[config.mk]
export PLATFORM = sky130hd
export DESIGN_NAME = clb_bridge
export DESIGN_NICKNAME = d
export VERILOG_FILES = /design/src/clb_pkg.sv /design/src/clb_bridge.sv
export VERILOG_INCLUDE_DIRS = /design/src
export SDC_FILE = /design/constraint.sdc
export NUM_CORES = 1
export LEC_CHECK = 0
export BUFFER_PORTS_ARGS = -buffer_cell sky130_fd_sc_hd__buf_2
export CAP_MARGIN = 20
export CORE_MARGIN = 3
export CORE_UTILIZATION = 55
export CTS_BUF_LIST = sky130_fd_sc_hd__clkbuf_4 sky130_fd_sc_hd__clkbuf_8
export CTS_CLUSTER_DIAMETER = 150
export CTS_CLUSTER_SIZE = 28
export DETAILED_ROUTE_END_ITERATION = 10
export PLACE_DENSITY = 0.73
export SLEW_MARGIN = 30
export SYNTH_ARGS = -nofsm -noshare
export SYNTH_HDL_FRONTEND = slang
export SYNTH_SLANG_ARGS = --single-unit
[constraint.sdc]
create_clock -name clock -period 5.5 [get_ports clock]
set_input_delay 0.55 -clock clock [delete_from_list [all_inputs] [get_ports clock]]
set_output_delay 0.55 -clock clock [all_outputs]
set_load 0.01 [all_outputs]
[src/clb_params.svh]
`ifndef CLB_PARAMS_SVH
`define CLB_PARAMS_SVH

// ==========================================================================
// Register map
`define CLB_ADR_CTRL        6'h00
`define CLB_ADR_STATUS      6'h01
`define CLB_ADR_COUNT       6'h02
`define CLB_ADR_ASSURE      6'h03
`define CLB_CTRL_IN_EN      0
`define CLB_CTRL_OUT_EN     1
`define CLB_CTRL_OUT_START  2
`define CLB_CTRL_TO_CLR     3
`define CLB_ST_TIMEOUT      0
`define CLB_ST_HDR_EXP      1
`define CLB_ST_HSQ          2
`define CLB_ST_IN_ACT       3
`define CLB_ST_OUT_ACT      4
`define CLB_ST_IN_IR        5
`define CLB_ST_OUT_IR       6
`define CLB_ST_OUT_OR       7
`define CLB_ST_DMA_LSB      8
`define CLB_COUNT_RST       16'h0003
`define CLB_ASSURE_RST      8'h00

// ==========================================================================
// Crate function codes
`define CLB_FN_READ         5'h00
`define CLB_FN_WRITE        5'h10
`define CLB_FN_HEADER       5'h14
`define CLB_FN_WRITE_ALT    5'h16
`define CLB_HDR_BYTES       3'h4

// ==========================================================================
// Timing
`define CLB_CLK_MHZ         250
`define CLB_TIMEOUT_NS      8000
`define CLB_REQ_GAP_NS      100
`define CLB_TIMEOUT_CYC     ((`CLB_TIMEOUT_NS * `CLB_CLK_MHZ + 999) / 1000)
`define CLB_REQ_GAP_CYC     ((`CLB_REQ_GAP_NS * `CLB_CLK_MHZ + 999) / 1000)

`endif

[src/clb_pkg.sv]
package clb_pkg;
  typedef enum logic [1:0] {CR_IDLE, CR_LOAD, CR_UNLOAD, CR_REPLY} clb_crate_st_t;
endpackage : clb_pkg

[src/clb_bridge.sv]
// Our own choices: the Wishbone slave port and the register addresses.
`timescale 1ns/1ps
`default_nettype none
`include "clb_params.svh"
module clb_bridge import clb_pkg::*; #(
  parameter int DEPTH       = 64,
  parameter int TIMEOUT_CYC = `CLB_TIMEOUT_CYC,
  parameter int GAP_CYC     = `CLB_REQ_GAP_CYC
) (
  // Clock and reset
  input  wire logic        clock,
  input  wire logic        rst_n,
  input  wire logic        pb_reset_n,
  // Wishbone slave
  input  wire logic        wb_cyc_i,
  input  wire logic        wb_stb_i,
  input  wire logic        wb_we_i,
  input  wire logic [7:0]  wb_adr_i,
  input  wire logic [3:0]  wb_sel_i,
  input  wire logic [31:0] wb_dat_i,
  output logic      [31:0] wb_dat_o,
  output logic             wb_ack_o,
  // Crate side
  input  wire logic        crate_cmd,
  input  wire logic [4:0]  crate_func,
  input  wire logic [23:0] crate_wdata,
  output logic      [23:0] crate_rdata,
  output logic             crate_reply,
  output logic             crate_q,
  // Local bus DMA
  output logic      [1:0]  dma_req,
  input  wire logic [3:0]  dma_ack,
  input  wire logic [1:0]  dma_done,
  input  wire logic        upper_byte_strobe,
  input  wire logic        lower_byte_strobe,
  input  wire logic [15:0] local_rdata,
  output logic      [15:0] local_wdata,
  output logic             swapped_upper_strobe,
  output logic             swapped_lower_strobe,
  // Status
  output logic             transfer_timeout_flag,
  output logic             header_expected_flag,
  output logic             header_sequence_active,
  output logic             inbound_transfer_active,
  output logic             outbound_transfer_active,
  output logic             inbound_fifo_input_ready,
  output logic             outbound_fifo_input_ready,
  output logic             outbound_fifo_output_ready,
  output logic      [3:0]  dma_active
);

  localparam int AW = $clog2(DEPTH);
  localparam int TW = $clog2(TIMEOUT_CYC + 1);
  localparam int GW = $clog2(GAP_CYC + 1);

  if (DEPTH < 4 || (1 << AW) != DEPTH || TIMEOUT_CYC < 1 || GAP_CYC < 1) begin : g_bad
    $error("clb_bridge: DEPTH must be a power of two >= 4, counts >= 1");
  end

  function automatic logic [15:0] merge16(input logic [15:0] old_v, input logic [31:0] d,
                                          input logic [3:0] sel);
    merge16 = {sel[1] ? d[15:8] : old_v[15:8], sel[0] ? d[7:0] : old_v[7:0]};
  endfunction : merge16

  // ========================================================================
  // Pushbutton synchroniser and combined reset
  logic pb_s1_r, pb_s2_r, pb_s3_r;
  always_ff @(posedge clock) begin
    if (!rst_n) begin
      pb_s1_r <= 1'b1;
      pb_s2_r <= 1'b1;
      pb_s3_r <= 1'b1;
    end else begin
      pb_s1_r <= pb_reset_n;
      pb_s2_r <= pb_s1_r;
      pb_s3_r <= pb_s2_r;
    end
  end
  // Held one extra cycle so a short press still clears everything
  logic clr;
  assign clr = !rst_n || !pb_s2_r || !pb_s3_r;

  // ========================================================================
  // State
  logic [7:0]      in_mem  [DEPTH];
  logic [7:0]      out_mem [DEPTH];
  logic [AW:0]     in_wp_r, in_wp_nxt, in_rp_r, in_rp_nxt;
  logic [AW:0]     out_wp_r, out_wp_nxt, out_rp_r, out_rp_nxt;
  logic            ack_r, ack_nxt;
  logic [31:0]     rdat_r, rdat_nxt;
  logic [1:0]      en_r, en_nxt;
  logic [15:0]     count_r, count_nxt;
  logic [7:0]      assure_r, assure_nxt;
  clb_crate_st_t   cst_r, cst_nxt;
  logic [2:0]      bidx_r, bidx_nxt, blen_r, blen_nxt;
  logic [23:0]     cword_r, cword_nxt;
  logic [TW-1:0]   tmr_r, tmr_nxt;
  logic            qok_r, qok_nxt, reply_r, reply_nxt;
  logic            to_r, to_nxt, hexp_r, hexp_nxt, hsq_r, hsq_nxt;
  logic            inact_r, inact_nxt, outact_r, outact_nxt;
  logic [15:0]     in_cnt_r, in_cnt_nxt;
  logic [1:0]      req_r, req_nxt, ackd_r;
  logic [GW-1:0]   gap0_r, gap0_nxt, gap1_r, gap1_nxt;
  logic [7:0]      inbyte_r, inbyte_nxt, outbyte_r, outbyte_nxt;
  logic            sus_r, sus_nxt, sls_r, sls_nxt;
  logic [3:0]      dact_r, dact_nxt;
  logic [7:0]      in_push_d, out_push_d;
  logic            in_push, in_pop, out_push, out_pop;
  logic            in_full, in_empty, out_full, out_empty;

  always_comb begin
    in_full   = (in_wp_r - in_rp_r) == (AW + 1)'(DEPTH);
    in_empty  = in_wp_r == in_rp_r;
    out_full  = (out_wp_r - out_rp_r) == (AW + 1)'(DEPTH);
    out_empty = out_wp_r == out_rp_r;
  end

  // ========================================================================
  // Next-state logic
  logic wb_hit, wb_wr, cr_start, pair_swap, ack0_rise, ack0_fall, ack1_fall;
  always_comb begin
    wb_hit    = wb_cyc_i && wb_stb_i && !ack_r;
    wb_wr     = wb_hit && wb_we_i;
    ack0_rise = dma_ack[0] && !ackd_r[0];
    ack0_fall = !dma_ack[0] && ackd_r[0];
    ack1_fall = !dma_ack[1] && ackd_r[1];
    ack_nxt   = wb_hit;
    rdat_nxt  = 32'h0000_0000;
    en_nxt    = en_r;
    count_nxt = count_r;
    assure_nxt = assure_r;
    to_nxt    = to_r;
    outact_nxt = outact_r;
    cst_nxt   = cst_r;
    bidx_nxt  = bidx_r;
    blen_nxt  = blen_r;
    cword_nxt = cword_r;
    tmr_nxt   = tmr_r;
    qok_nxt   = qok_r;
    reply_nxt = 1'b0;
    hexp_nxt  = hexp_r;
    hsq_nxt   = hsq_r;
    inact_nxt = inact_r;
    in_cnt_nxt = in_cnt_r;
    req_nxt   = req_r;
    gap0_nxt  = (gap0_r != '0) ? gap0_r - GW'(1) : gap0_r;
    gap1_nxt  = (gap1_r != '0) ? gap1_r - GW'(1) : gap1_r;
    inbyte_nxt = inbyte_r;
    outbyte_nxt = outbyte_r;
    in_push   = 1'b0;
    in_push_d = 8'h00;
    in_pop    = 1'b0;
    out_push  = 1'b0;
    out_push_d = outbyte_r;
    out_pop   = 1'b0;

    // Register bus
    if (wb_hit && !wb_we_i) begin
      unique case (wb_adr_i[7:2])
        `CLB_ADR_CTRL:   rdat_nxt = {30'h0000_0000, en_r};
        `CLB_ADR_STATUS: rdat_nxt = {20'h0_0000, dact_r, out_empty ? 1'b0 : 1'b1,
                                     !out_full, !in_full, outact_r, inact_r, hsq_r,
                                     hexp_r, to_r};
        `CLB_ADR_COUNT:  rdat_nxt = {16'h0000, count_r};
        `CLB_ADR_ASSURE: rdat_nxt = {24'h00_0000, assure_r};
        default:         rdat_nxt = 32'h0000_0000;
      endcase
    end
    if (wb_wr && wb_adr_i[7:2] == `CLB_ADR_CTRL && wb_sel_i[0]) begin
      en_nxt = wb_dat_i[1:0];
      if (wb_dat_i[`CLB_CTRL_OUT_START])
        outact_nxt = 1'b1;
      if (wb_dat_i[`CLB_CTRL_TO_CLR])
        to_nxt = 1'b0;
    end
    // Counts that are not a multiple of three are refused
    if (wb_wr && wb_adr_i[7:2] == `CLB_ADR_COUNT &&
        (merge16(count_r, wb_dat_i, wb_sel_i) % 16'h0003) == 16'h0000)
      count_nxt = merge16(count_r, wb_dat_i, wb_sel_i);
    if (wb_wr && wb_adr_i[7:2] == `CLB_ADR_ASSURE && wb_sel_i[0])
      assure_nxt = wb_dat_i[7:0];

    // Crate transfers through the inbound and outbound FIFOs
    cr_start = 1'b0;
    unique case (cst_r)
      CR_IDLE: begin
        if (crate_cmd) begin
          bidx_nxt  = 3'h0;
          cword_nxt = crate_wdata;
          tmr_nxt   = '0;
          qok_nxt   = 1'b1;
          if (crate_func == `CLB_FN_HEADER) begin
            blen_nxt = `CLB_HDR_BYTES;
            hexp_nxt = 1'b0;
            hsq_nxt  = 1'b1;
            cst_nxt  = CR_LOAD;
          end else if (crate_func == `CLB_FN_WRITE || crate_func == `CLB_FN_WRITE_ALT) begin
            blen_nxt = 3'h3;
            cr_start = !hexp_r && !hsq_r;
            cst_nxt  = CR_LOAD;
          end else if (crate_func == `CLB_FN_READ) begin
            cword_nxt = 24'h00_0000;
            cst_nxt   = CR_UNLOAD;
          end else begin
            cst_nxt = CR_REPLY;
          end
        end
      end
      CR_LOAD: begin
        in_push_d = (bidx_r == 3'h3) ? assure_r : cword_r[8 * bidx_r +: 8];
        if (!in_full) begin
          in_push  = 1'b1;
          tmr_nxt  = '0;
          bidx_nxt = bidx_r + 3'h1;
          if (bidx_r + 3'h1 == blen_r)
            cst_nxt = CR_REPLY;
        end else if (tmr_r == TW'(TIMEOUT_CYC)) begin
          to_nxt  = 1'b1;
          qok_nxt = 1'b0;
          cst_nxt = CR_REPLY;
        end else begin
          tmr_nxt = tmr_r + TW'(1);
        end
      end
      CR_UNLOAD: begin
        if (!out_empty) begin
          out_pop = 1'b1;
          cword_nxt[8 * bidx_r[1:0] +: 8] = out_mem[out_rp_r[AW-1:0]];
          tmr_nxt  = '0;
          bidx_nxt = bidx_r + 3'h1;
          if (bidx_r == 3'h2)
            cst_nxt = CR_REPLY;
        end else if (tmr_r == TW'(TIMEOUT_CYC)) begin
          to_nxt  = 1'b1;
          qok_nxt = 1'b0;
          cst_nxt = CR_REPLY;
        end else begin
          tmr_nxt = tmr_r + TW'(1);
        end
      end
      CR_REPLY: begin
        reply_nxt = 1'b1;
        cst_nxt   = CR_IDLE;
      end
    endcase
    if (cr_start && !inact_r) begin
      inact_nxt  = 1'b1;
      in_cnt_nxt = 16'h0000;
    end

    // Inbound channel: one request per byte, withdrawn on acknowledge
    if (ack0_rise) begin
      req_nxt[0] = 1'b0;
      in_pop     = 1'b1;
      inbyte_nxt = in_mem[in_rp_r[AW-1:0]];
    end else if (!req_r[0] && !dma_ack[0] && en_r[`CLB_CTRL_IN_EN] && gap0_r == '0 &&
                 !in_empty && (hsq_r || inact_r)) begin
      req_nxt[0] = 1'b1;
    end
    if (ack0_fall) begin
      gap0_nxt = GW'(GAP_CYC);
      if (hsq_r) begin
        in_cnt_nxt = in_cnt_r + 16'h0001;
        if (in_cnt_r + 16'h0001 == 16'(`CLB_HDR_BYTES)) begin
          hsq_nxt    = 1'b0;
          in_cnt_nxt = 16'h0000;
        end
      end else if (inact_r) begin
        in_cnt_nxt = in_cnt_r + 16'h0001;
        if (in_cnt_r + 16'h0001 == count_r) begin
          inact_nxt = 1'b0;
          hexp_nxt  = 1'b1;
        end
      end
    end
    if (dma_done[0] && hsq_r && !ack0_fall)
      hsq_nxt = hsq_r;
    // A header arriving as the previous transfer ends must win over its clear
    if (cst_r == CR_IDLE && crate_cmd && crate_func == `CLB_FN_HEADER) begin
      hexp_nxt = 1'b0;
      hsq_nxt  = 1'b1;
    end

    // Outbound channel: byte taken from the swapped lane, pushed as ack falls
    if (dma_ack[1]) begin
      req_nxt[1]  = 1'b0;
      outbyte_nxt = lower_byte_strobe ? local_rdata[15:8] : local_rdata[7:0];
    end else if (!req_r[1] && !ack1_fall && outact_r && en_r[`CLB_CTRL_OUT_EN] &&
                 gap1_r == '0 && !out_full) begin
      req_nxt[1] = 1'b1;
    end
    if (ack1_fall) begin
      out_push = !out_full;
      gap1_nxt = GW'(GAP_CYC);
    end
    if (dma_done[1] && !outact_nxt)
      outact_nxt = 1'b0;
    else if (dma_done[1] && !(wb_wr && wb_adr_i[7:2] == `CLB_ADR_CTRL &&
             wb_sel_i[0] && wb_dat_i[`CLB_CTRL_OUT_START]))
      outact_nxt = 1'b0;

    // Strobes are exchanged only while a crate DMA channel is acknowledged
    pair_swap = dma_ack[0] || dma_ack[1];
    sus_nxt   = pair_swap ? lower_byte_strobe : upper_byte_strobe;
    sls_nxt   = pair_swap ? upper_byte_strobe : lower_byte_strobe;

    for (int i = 0; i < 4; i++)
      dact_nxt[i] = dma_ack[i] || (i < 2 && req_r[i % 2]);
  end

  // Every inbound pair is presented with the same lane swap
  assign in_wp_nxt  = in_wp_r + (AW + 1)'(in_push);
  assign in_rp_nxt  = in_rp_r + (AW + 1)'(in_pop);
  assign out_wp_nxt = out_wp_r + (AW + 1)'(out_push);
  assign out_rp_nxt = out_rp_r + (AW + 1)'(out_pop);

  // ========================================================================
  // Registers
  always_ff @(posedge clock) begin
    if (in_push)
      in_mem[in_wp_r[AW-1:0]] <= in_push_d;
    if (out_push)
      out_mem[out_wp_r[AW-1:0]] <= out_push_d;
  end

  always_ff @(posedge clock) begin
    if (clr) begin
      in_wp_r  <= '0;
      in_rp_r  <= '0;
      out_wp_r <= '0;
      out_rp_r <= '0;
      ack_r    <= 1'b0;
      rdat_r   <= 32'h0000_0000;
      en_r     <= 2'h0;
      count_r  <= `CLB_COUNT_RST;
      assure_r <= `CLB_ASSURE_RST;
      cst_r    <= CR_IDLE;
      bidx_r   <= 3'h0;
      blen_r   <= 3'h0;
      cword_r  <= 24'h00_0000;
      tmr_r    <= '0;
      qok_r    <= 1'b1;
      reply_r  <= 1'b0;
      to_r     <= 1'b0;
      hexp_r   <= 1'b1;
      hsq_r    <= 1'b0;
      inact_r  <= 1'b0;
      outact_r <= 1'b0;
      in_cnt_r <= 16'h0000;
      req_r    <= 2'h0;
      ackd_r   <= 2'h0;
      gap0_r   <= '0;
      gap1_r   <= '0;
      inbyte_r <= 8'h00;
      outbyte_r <= 8'h00;
      sus_r    <= 1'b0;
      sls_r    <= 1'b0;
      dact_r   <= 4'h0;
    end else begin
      in_wp_r  <= in_wp_nxt;
      in_rp_r  <= in_rp_nxt;
      out_wp_r <= out_wp_nxt;
      out_rp_r <= out_rp_nxt;
      ack_r    <= ack_nxt;
      rdat_r   <= rdat_nxt;
      en_r     <= en_nxt;
      count_r  <= count_nxt;
      assure_r <= assure_nxt;
      cst_r    <= cst_nxt;
      bidx_r   <= bidx_nxt;
      blen_r   <= blen_nxt;
      cword_r  <= cword_nxt;
      tmr_r    <= tmr_nxt;
      qok_r    <= qok_nxt;
      reply_r  <= reply_nxt;
      to_r     <= to_nxt;
      hexp_r   <= hexp_nxt;
      hsq_r    <= hsq_nxt;
      inact_r  <= inact_nxt;
      outact_r <= outact_nxt;
      in_cnt_r <= in_cnt_nxt;
      req_r    <= req_nxt;
      ackd_r   <= dma_ack[1:0];
      gap0_r   <= gap0_nxt;
      gap1_r   <= gap1_nxt;
      inbyte_r <= inbyte_nxt;
      outbyte_r <= outbyte_nxt;
      sus_r    <= sus_nxt;
      sls_r    <= sls_nxt;
      dact_r   <= dact_nxt;
    end
  end

  // Status outputs are registered copies; FIFO ready flags lag pointers by one
  logic [2:0] rdy_r;
  always_ff @(posedge clock) begin
    if (clr)
      rdy_r <= 3'h0;
    else
      rdy_r <= {!out_empty, !out_full, !in_full};
  end

  // ========================================================================
  // Outputs
  assign wb_ack_o                  = ack_r;
  assign wb_dat_o                  = rdat_r;
  assign crate_rdata               = cword_r;
  assign crate_reply               = reply_r;
  assign crate_q                   = qok_r;
  assign dma_req                   = req_r;
  assign local_wdata               = {inbyte_r, inbyte_r};
  assign swapped_upper_strobe      = sus_r;
  assign swapped_lower_strobe      = sls_r;
  assign transfer_timeout_flag     = to_r;
  assign header_expected_flag      = hexp_r;
  assign header_sequence_active    = hsq_r;
  assign inbound_transfer_active   = inact_r;
  assign outbound_transfer_active  = outact_r;
  assign inbound_fifo_input_ready  = rdy_r[0];
  assign outbound_fifo_input_ready = rdy_r[1];
  assign outbound_fifo_output_ready = rdy_r[2];
  assign dma_active                = dact_r;

endmodule : clb_bridge
`default_nettype wire

# Yosys cells after proc, flatten, opt, wreduce, memory -nomap -nowiden
# Memories as Yosys holds them, arrays and structs flattened. A register that Yosys moved wholly into a read port is not among the register bits.
# Index checks and enable logic that the tools add are counted.
[word_totals] memories=2 regBits=187 ram_bits=1024 output_inout_bits=91 inputBits=104
[memory_table] memory="in_mem" words=64 width=8 rd=1 rd_ports_with_merged_regs=1 write_ports=1 line="clb_bridge.sv:85" text="logic [7:0] in_mem [DEPTH];"
[memory_table] memory="out_mem" words=64 width=8 rd=1 rd_ports_with_merged_regs=1 write_ports=1 line="clb_bridge.sv:86" text="logic [7:0] out_mem [DEPTH];"
[op_classes] n_eq_ne=27 n_div=1 bitwise=1 shifts=3 n_reduce_logical=85 n_mux=95 addsub=12
[ops] cell="two-way mux 24 bit" n=5
[ops] cell="two-way mux 16 bit" n=5
[ops] cell="case mux 16 bit (4 select lines)" n=1
[ops] cell="two-way mux 1 bit" n=50
[ops] cell="case mux 24 bit (2 select lines)" n=1
[ops] cell="two-way mux 11 bit" n=4
[ops] cell="two-way mux 8 bit" n=5
[ops] cell="negator 5 -> 34 bit" n=1
[ops] cell="variable shift 8 x 34 -> 24 bit, first input constant" n=1
[ops] cell="indexed part select 8 x 34 -> 24 bit" n=1
[ops] cell="case mux 11 bit (3 select lines)" n=1
[ops] cell="logical AND 1 bit" n=32
[ops] cell="adder 7 x 1 -> 7 bit" n=4
[ops] cell="bitwise mux 24 bit" n=1
[ops] cell="indexed part select 24 x 7 -> 8 bit" n=1
[ops] cell="zero test 1 bit" n=21
[ops] cell="two-way mux 5 bit" n=4
[ops] cell="adder 16 x 1 -> 16 bit, second input constant" n=1
[ops] cell="equality test 16 bit" n=1
[ops] cell="equality test 16 x 3 -> 1 bit, second input constant" n=1
[ops] cell="zero test 16 bit" n=1
[ops] cell="modulo 16 x 2 -> 16 bit, second input constant" n=1
[ops] cell="two-way mux 2 bit" n=8
[ops] cell="equality test 5 bit, second input constant" n=3
[ops] cell="35 further kinds" n=70

# Logic depth before layout (Yosys ltp)
[logic_depth] ltp_word=12 ltp_mapped=28 ltp_nobuf=22

# Worst setup path after synthesis
# No wires, ideal clock.
[synth_path] path_type="input to register" start="input port wb_sel_i[1]" end="register count_r[7]" n_path_buf=5 setup_slack_ns=-0.144 stages=27 t_arrival_ns=5.505 t_required_ns=5.362 path_cell_list="buf_6 > mux2i_2 > nor3_1 > o2111ai_1 > o41ai_2 > or3_1 > buf_6 > o211a_4 > o311ai_4 > nor3_1 > a21o_1 > o221a_4 > nor2_2 > ha_1 > a31oi_1 > and3_1 > buf_2 > nand3_1 > o21ai_0 > ha_1 > a21boi_0 > nand4_2 > or3b_1 > buf_6 > buf_12 > nor3_2 > nor3_2"
[synth_via] elab_chain_len=4
[synth_lines] element="start: declaration" line="clb_bridge.sv:19" text="input wire logic [3:0] wb_sel_i,"
[synth_lines] element="two-way mux 8 bit"
[synth_lines] element="modulo 16 x 2 -> 16 bit" line="clb_bridge.sv:178" text="(merge16(count_r, wb_dat_i, wb_sel_i) % 16'h0003) == 16'h0000)"
[synth_lines] element="zero test 16 bit" line="clb_bridge.sv:178"
[synth_lines] element="logical AND 1 bit" line="clb_bridge.sv:177" text="if (wb_wr && wb_adr_i[7:2] == `CLB_ADR_COUNT &&"
[synth_lines] element="end signal: assignment" line="clb_bridge.sv:335" text="count_r <= `CLB_COUNT_RST;"
[synth_lines] element="end signal: assignment" line="clb_bridge.sv:367" text="count_r <= count_nxt;"
[synth_lines] element="end: declaration" line="clb_bridge.sv:92" text="logic [15:0] count_r, count_nxt;"
# Every way passes these cells.
# A chain may end at the register's enable or synchronous reset.

# Worst setup path in the final report
[layout_path] start="register count_r[15]" end="register count_r[14]"
[layout_via] elab_chain_len=4
[layout_lines] element="two-way mux 8 bit"
[layout_lines] element="modulo 16 x 2 -> 16 bit" line="clb_bridge.sv:178"
[layout_lines] element="zero test 16 bit" line="clb_bridge.sv:178"
[layout_lines] element="logical AND 1 bit" line="clb_bridge.sv:177"
# Every way passes these cells.

==> out/results.ini <==
[synthesis]
ys_warn_count=0
postSynthAreaPerCell_sq_um=17.3
yosys-top-cells-area=edfxtp_1 (62%), mux4_2 (15%), dfxtp_1 (7.1%), nor2_1 (2.3%), a21oi_1 (1.0%)
ys_async_sr_fraction_pct=0
synth-seq-cells=1202
synth.distinct_cells=83
synth-seq-area-share_pct=68.8
synth_area_leader_cell=edfxtp_1
synth_edf_count=1024
syn_inst=2887
synth_top_flop_cell=edfxtp_1
syn-cell-area_sq_um=49900
synth_top_area_share_pct=61.7

[die]
start_util_pct=55.9
dieArea_sq_um=94300
fp-row-count=109
coreArea_sq_um=89200
die_x_microns=307
io_pins=195
dieHeight_microns=307

[worst_setup_path]
reg2reg_from=count_r[15]$_SDFFE_PP0P_
cp.required_ps=6150
worst-setup-path-type=reg -> reg
r2r_cells=26
r2r-end=count_r[14]$_SDFFE_PP0P_
startpoint_type=flip-flop
critical_path.max_fanout=8
reg2reg_slack_ps=270
critPathLaunch=count_r[15]$_SDFFE_PP0P_
crit_arrival_ps=5890
critPathCaptureType=flip-flop
endpoint=count_r[14]$_SDFFE_PP0P_

[timing]
hold_ws_ps=56.7
fin_crit_ps=5230
clock_skew_ps=50.9
finalSetupViolCount=0
max_slew_margin_pct=34.6
tightest_slew_ps=980
final_hold_viol_count=0
fin_crit_sh_pct=95.2
maxSlewViolCount=0
fmax_mhz=191

[drt]
initialDrtViolationCount=3462
dr_total_vias=27407
wl_microns=116000
vias_per_cell=6.38
drc=0
wl_per_cell_microns=27.0
drt.antenna.violating_nets=0
first_pass_iters=5

[worst_hold_path]
min_path_type=in -> reg

[placement]
dp.cells=4200
gp_congestion=0.932
hpwl_microns=78400
port_buffers=157

[power_and_ir_drop]
power_leakage_nw=17.5
power_density_nw_per_um2=303
ir_drop_mv=0.213

[global_routing]
top_usage_layer=met2
grt_use_total_pct=24.6
grt_pass1_wl_microns=175000
antenna_found_initial=7
met2_usage_pct=39.4
grtUsageMet1_pct=36.8
grt_overflow=0
met3_usage_pct=3.63
grt_pass1_vias=27221
grt_max_degree=112

[clock_network]
cts.clk_slew.worst_paths_ps=180
cts_tree=done
cts-root-buf=clkbuf_8
h-tree-depth=2
worstSkewPairLatency_ps=750
cts_buffer_depth=3
clock_sinks=1202
numCtsBuffers=48

[layout]
nFillCells=6271
fin_nets=3239
drive_gt1_share_pct=27.3
stdcell_count=4295
area_delta_synth_final_pct=8.30

[outcome]
run_status=finished, final reports clean

[run]
max_cap_viol_count=0

-- Yosys cell counts, types with 13 or more instances --
master    number
dfxtp_1      178
ha_1          39
inv_1         29
nand3_1       42
or3_1         17
nand2b_1      13
mux2_2        21
nand2_1       99
and2_1        22
nor3_1        55
a211oi_1      38
a22oi_1       48
nor3_2        21
nand4_1       15
mux4_2       338
mux2i_1       42
xnor2_1       38
o21ai_0       50
buf_1         49
clkbuf_1      88
and3_1        24
xor2_1        21
edfxtp_1    1024
buf_4         25
a21oi_1      101
nor2_1       302
nand3b_1      14
nor2b_1       17
-- worst min-delay path by stage --
stage | cells past startpoint | end | slack (ps) | startpoint
2_1_floorplan | 1 | pb_s2_r$_SDFF_PN1_ | 390 | pb_s1_r$_SDFF_PN1_
3_3_place_gp | 1 | pb_s2_r$_SDFF_PN1_ | 400 | pb_s1_r$_SDFF_PN1_
3_5_place_dp | 1 | pb_s2_r$_SDFF_PN1_ | 400 | pb_s1_r$_SDFF_PN1_
4_1_cts | 3 | wb_ack_o$_SDFF_PP0_ | 0.4 | wb_stb_i
5_1_grt | 3 | swapped_upper_strobe$_SDFF_PP0_ | 20 | upper_byte_strobe
6_report | 3 | wb_ack_o$_SDFF_PP0_ | 60 | wb_stb_i
-- cell families after synthesis --
family,count (synthesis),share of synthesized area [%]
compound gates,293,3.87
simple gates,681,6.62
buf+inv,205,1.86
xor+xnor,59,1.04
fa+ha+maj,39,0.979
flops,1202,68.8
other cells,1,0.00752
mux,407,16.8
-- final cells by class --
type	instances	area, sq um	area share [%]
diodes	6	15.0	0.0278
clock buffers	76	883	1.64
multi-input cells	1495	14900	27.6
flip-flops and latches	1202	34400	63.6
well taps	1165	1460	2.70
clock inverters	2	22.5	0.0417
inverters	34	128	0.236
repair buffers	315	2220	4.12
-- registers in the layout (all words and copies together) (netlist names), 7 cells and up --
signal and flops:
tmr_r 11, out_wp_r 7, crate_rdata 24, assure_r 8, in_cnt_r 16, count_r 16, out_push_d 8, in_mem 512
inbyte_r 8, out_rp_r 7, in_rp_r 7, wb_dat_o 16, in_wp_r 7, out_mem 512
-- per-layer routing --
metal	part of all wire, %	wire (microns)
met1	42	49000
met2	48	55500
met3	7.9	9140
met4	2.1	2490
met5	0	0
-- through the flow --
stage / setup TNS [ps] / cell area, sq um / util [%] / setup WS (ps) / power [mW]
6_report: 0 / 54000 / 60.6 / 266 / 16.4
5_1_grt: -49.2 / 54000 / 60.5 / -16.1 / 16.9
4_1_cts: 0 / 53800 / 60.3 / 127 / 16.4
3_5_place_dp: -5180 / 52800 / 59.2 / -373 / 13.0
3_3_place_gp: -3560 / 52600 / 59.0 / -270 / 12.8
2_1_floorplan: 0 / 50000 / - / 47.4 / 12.0
-- cells in the final DEF, fill, tap and decap left out, drive strengths merged, types with 48 or more instances in the layout --
master / instances
a21oi: 103
a22oi: 48
buf: 309
clkbuf: 77
dfxtp: 178
edfxtp: 1024
mux2i: 48
mux4: 338
nand2: 99
nor2: 304
nor3: 77
o21ai: 55
-- report_power, final --
group	total (mW)	leakage [nW]	internal (mW)	switching, mW
registers	10.4	11.0	10.2	0.216
logic	2.43	5.96	0.923	1.50
clock network	3.54	0.491	1.04	2.51
-- timing repair --
item	in CTS	in global routing
hold endpoints to repair	5	0
resized for setup	0	33
setup endpoints to repair	0	16
hold buffers	5	0
setup buffers	0	4
-- critical path, cell delays in order, from the launching register on --
cell and delay (ps):
dfxtp_4 400, mux2i_4 240, xnor2_2 140, a21oi_2 230, a221oi_2 100, or3_4 420, buf_6 150, o211a_4 260
o311ai_4 390, buf_6 160, nor2_2 40, o31a_1 300, o211a_2 140, nor2_4 160, ha_4 150, a31oi_2 40
and3_4 190, nand3_1 70, o21ai_1 80, ha_1 310, a21boi_2 150, nand4_2 150, buf_6 150, nor3b_4 310
clkbuf_16 220, a21oi_1 70, nor3_2 140
No activity file was read; power rests on OpenSTA's default activity.
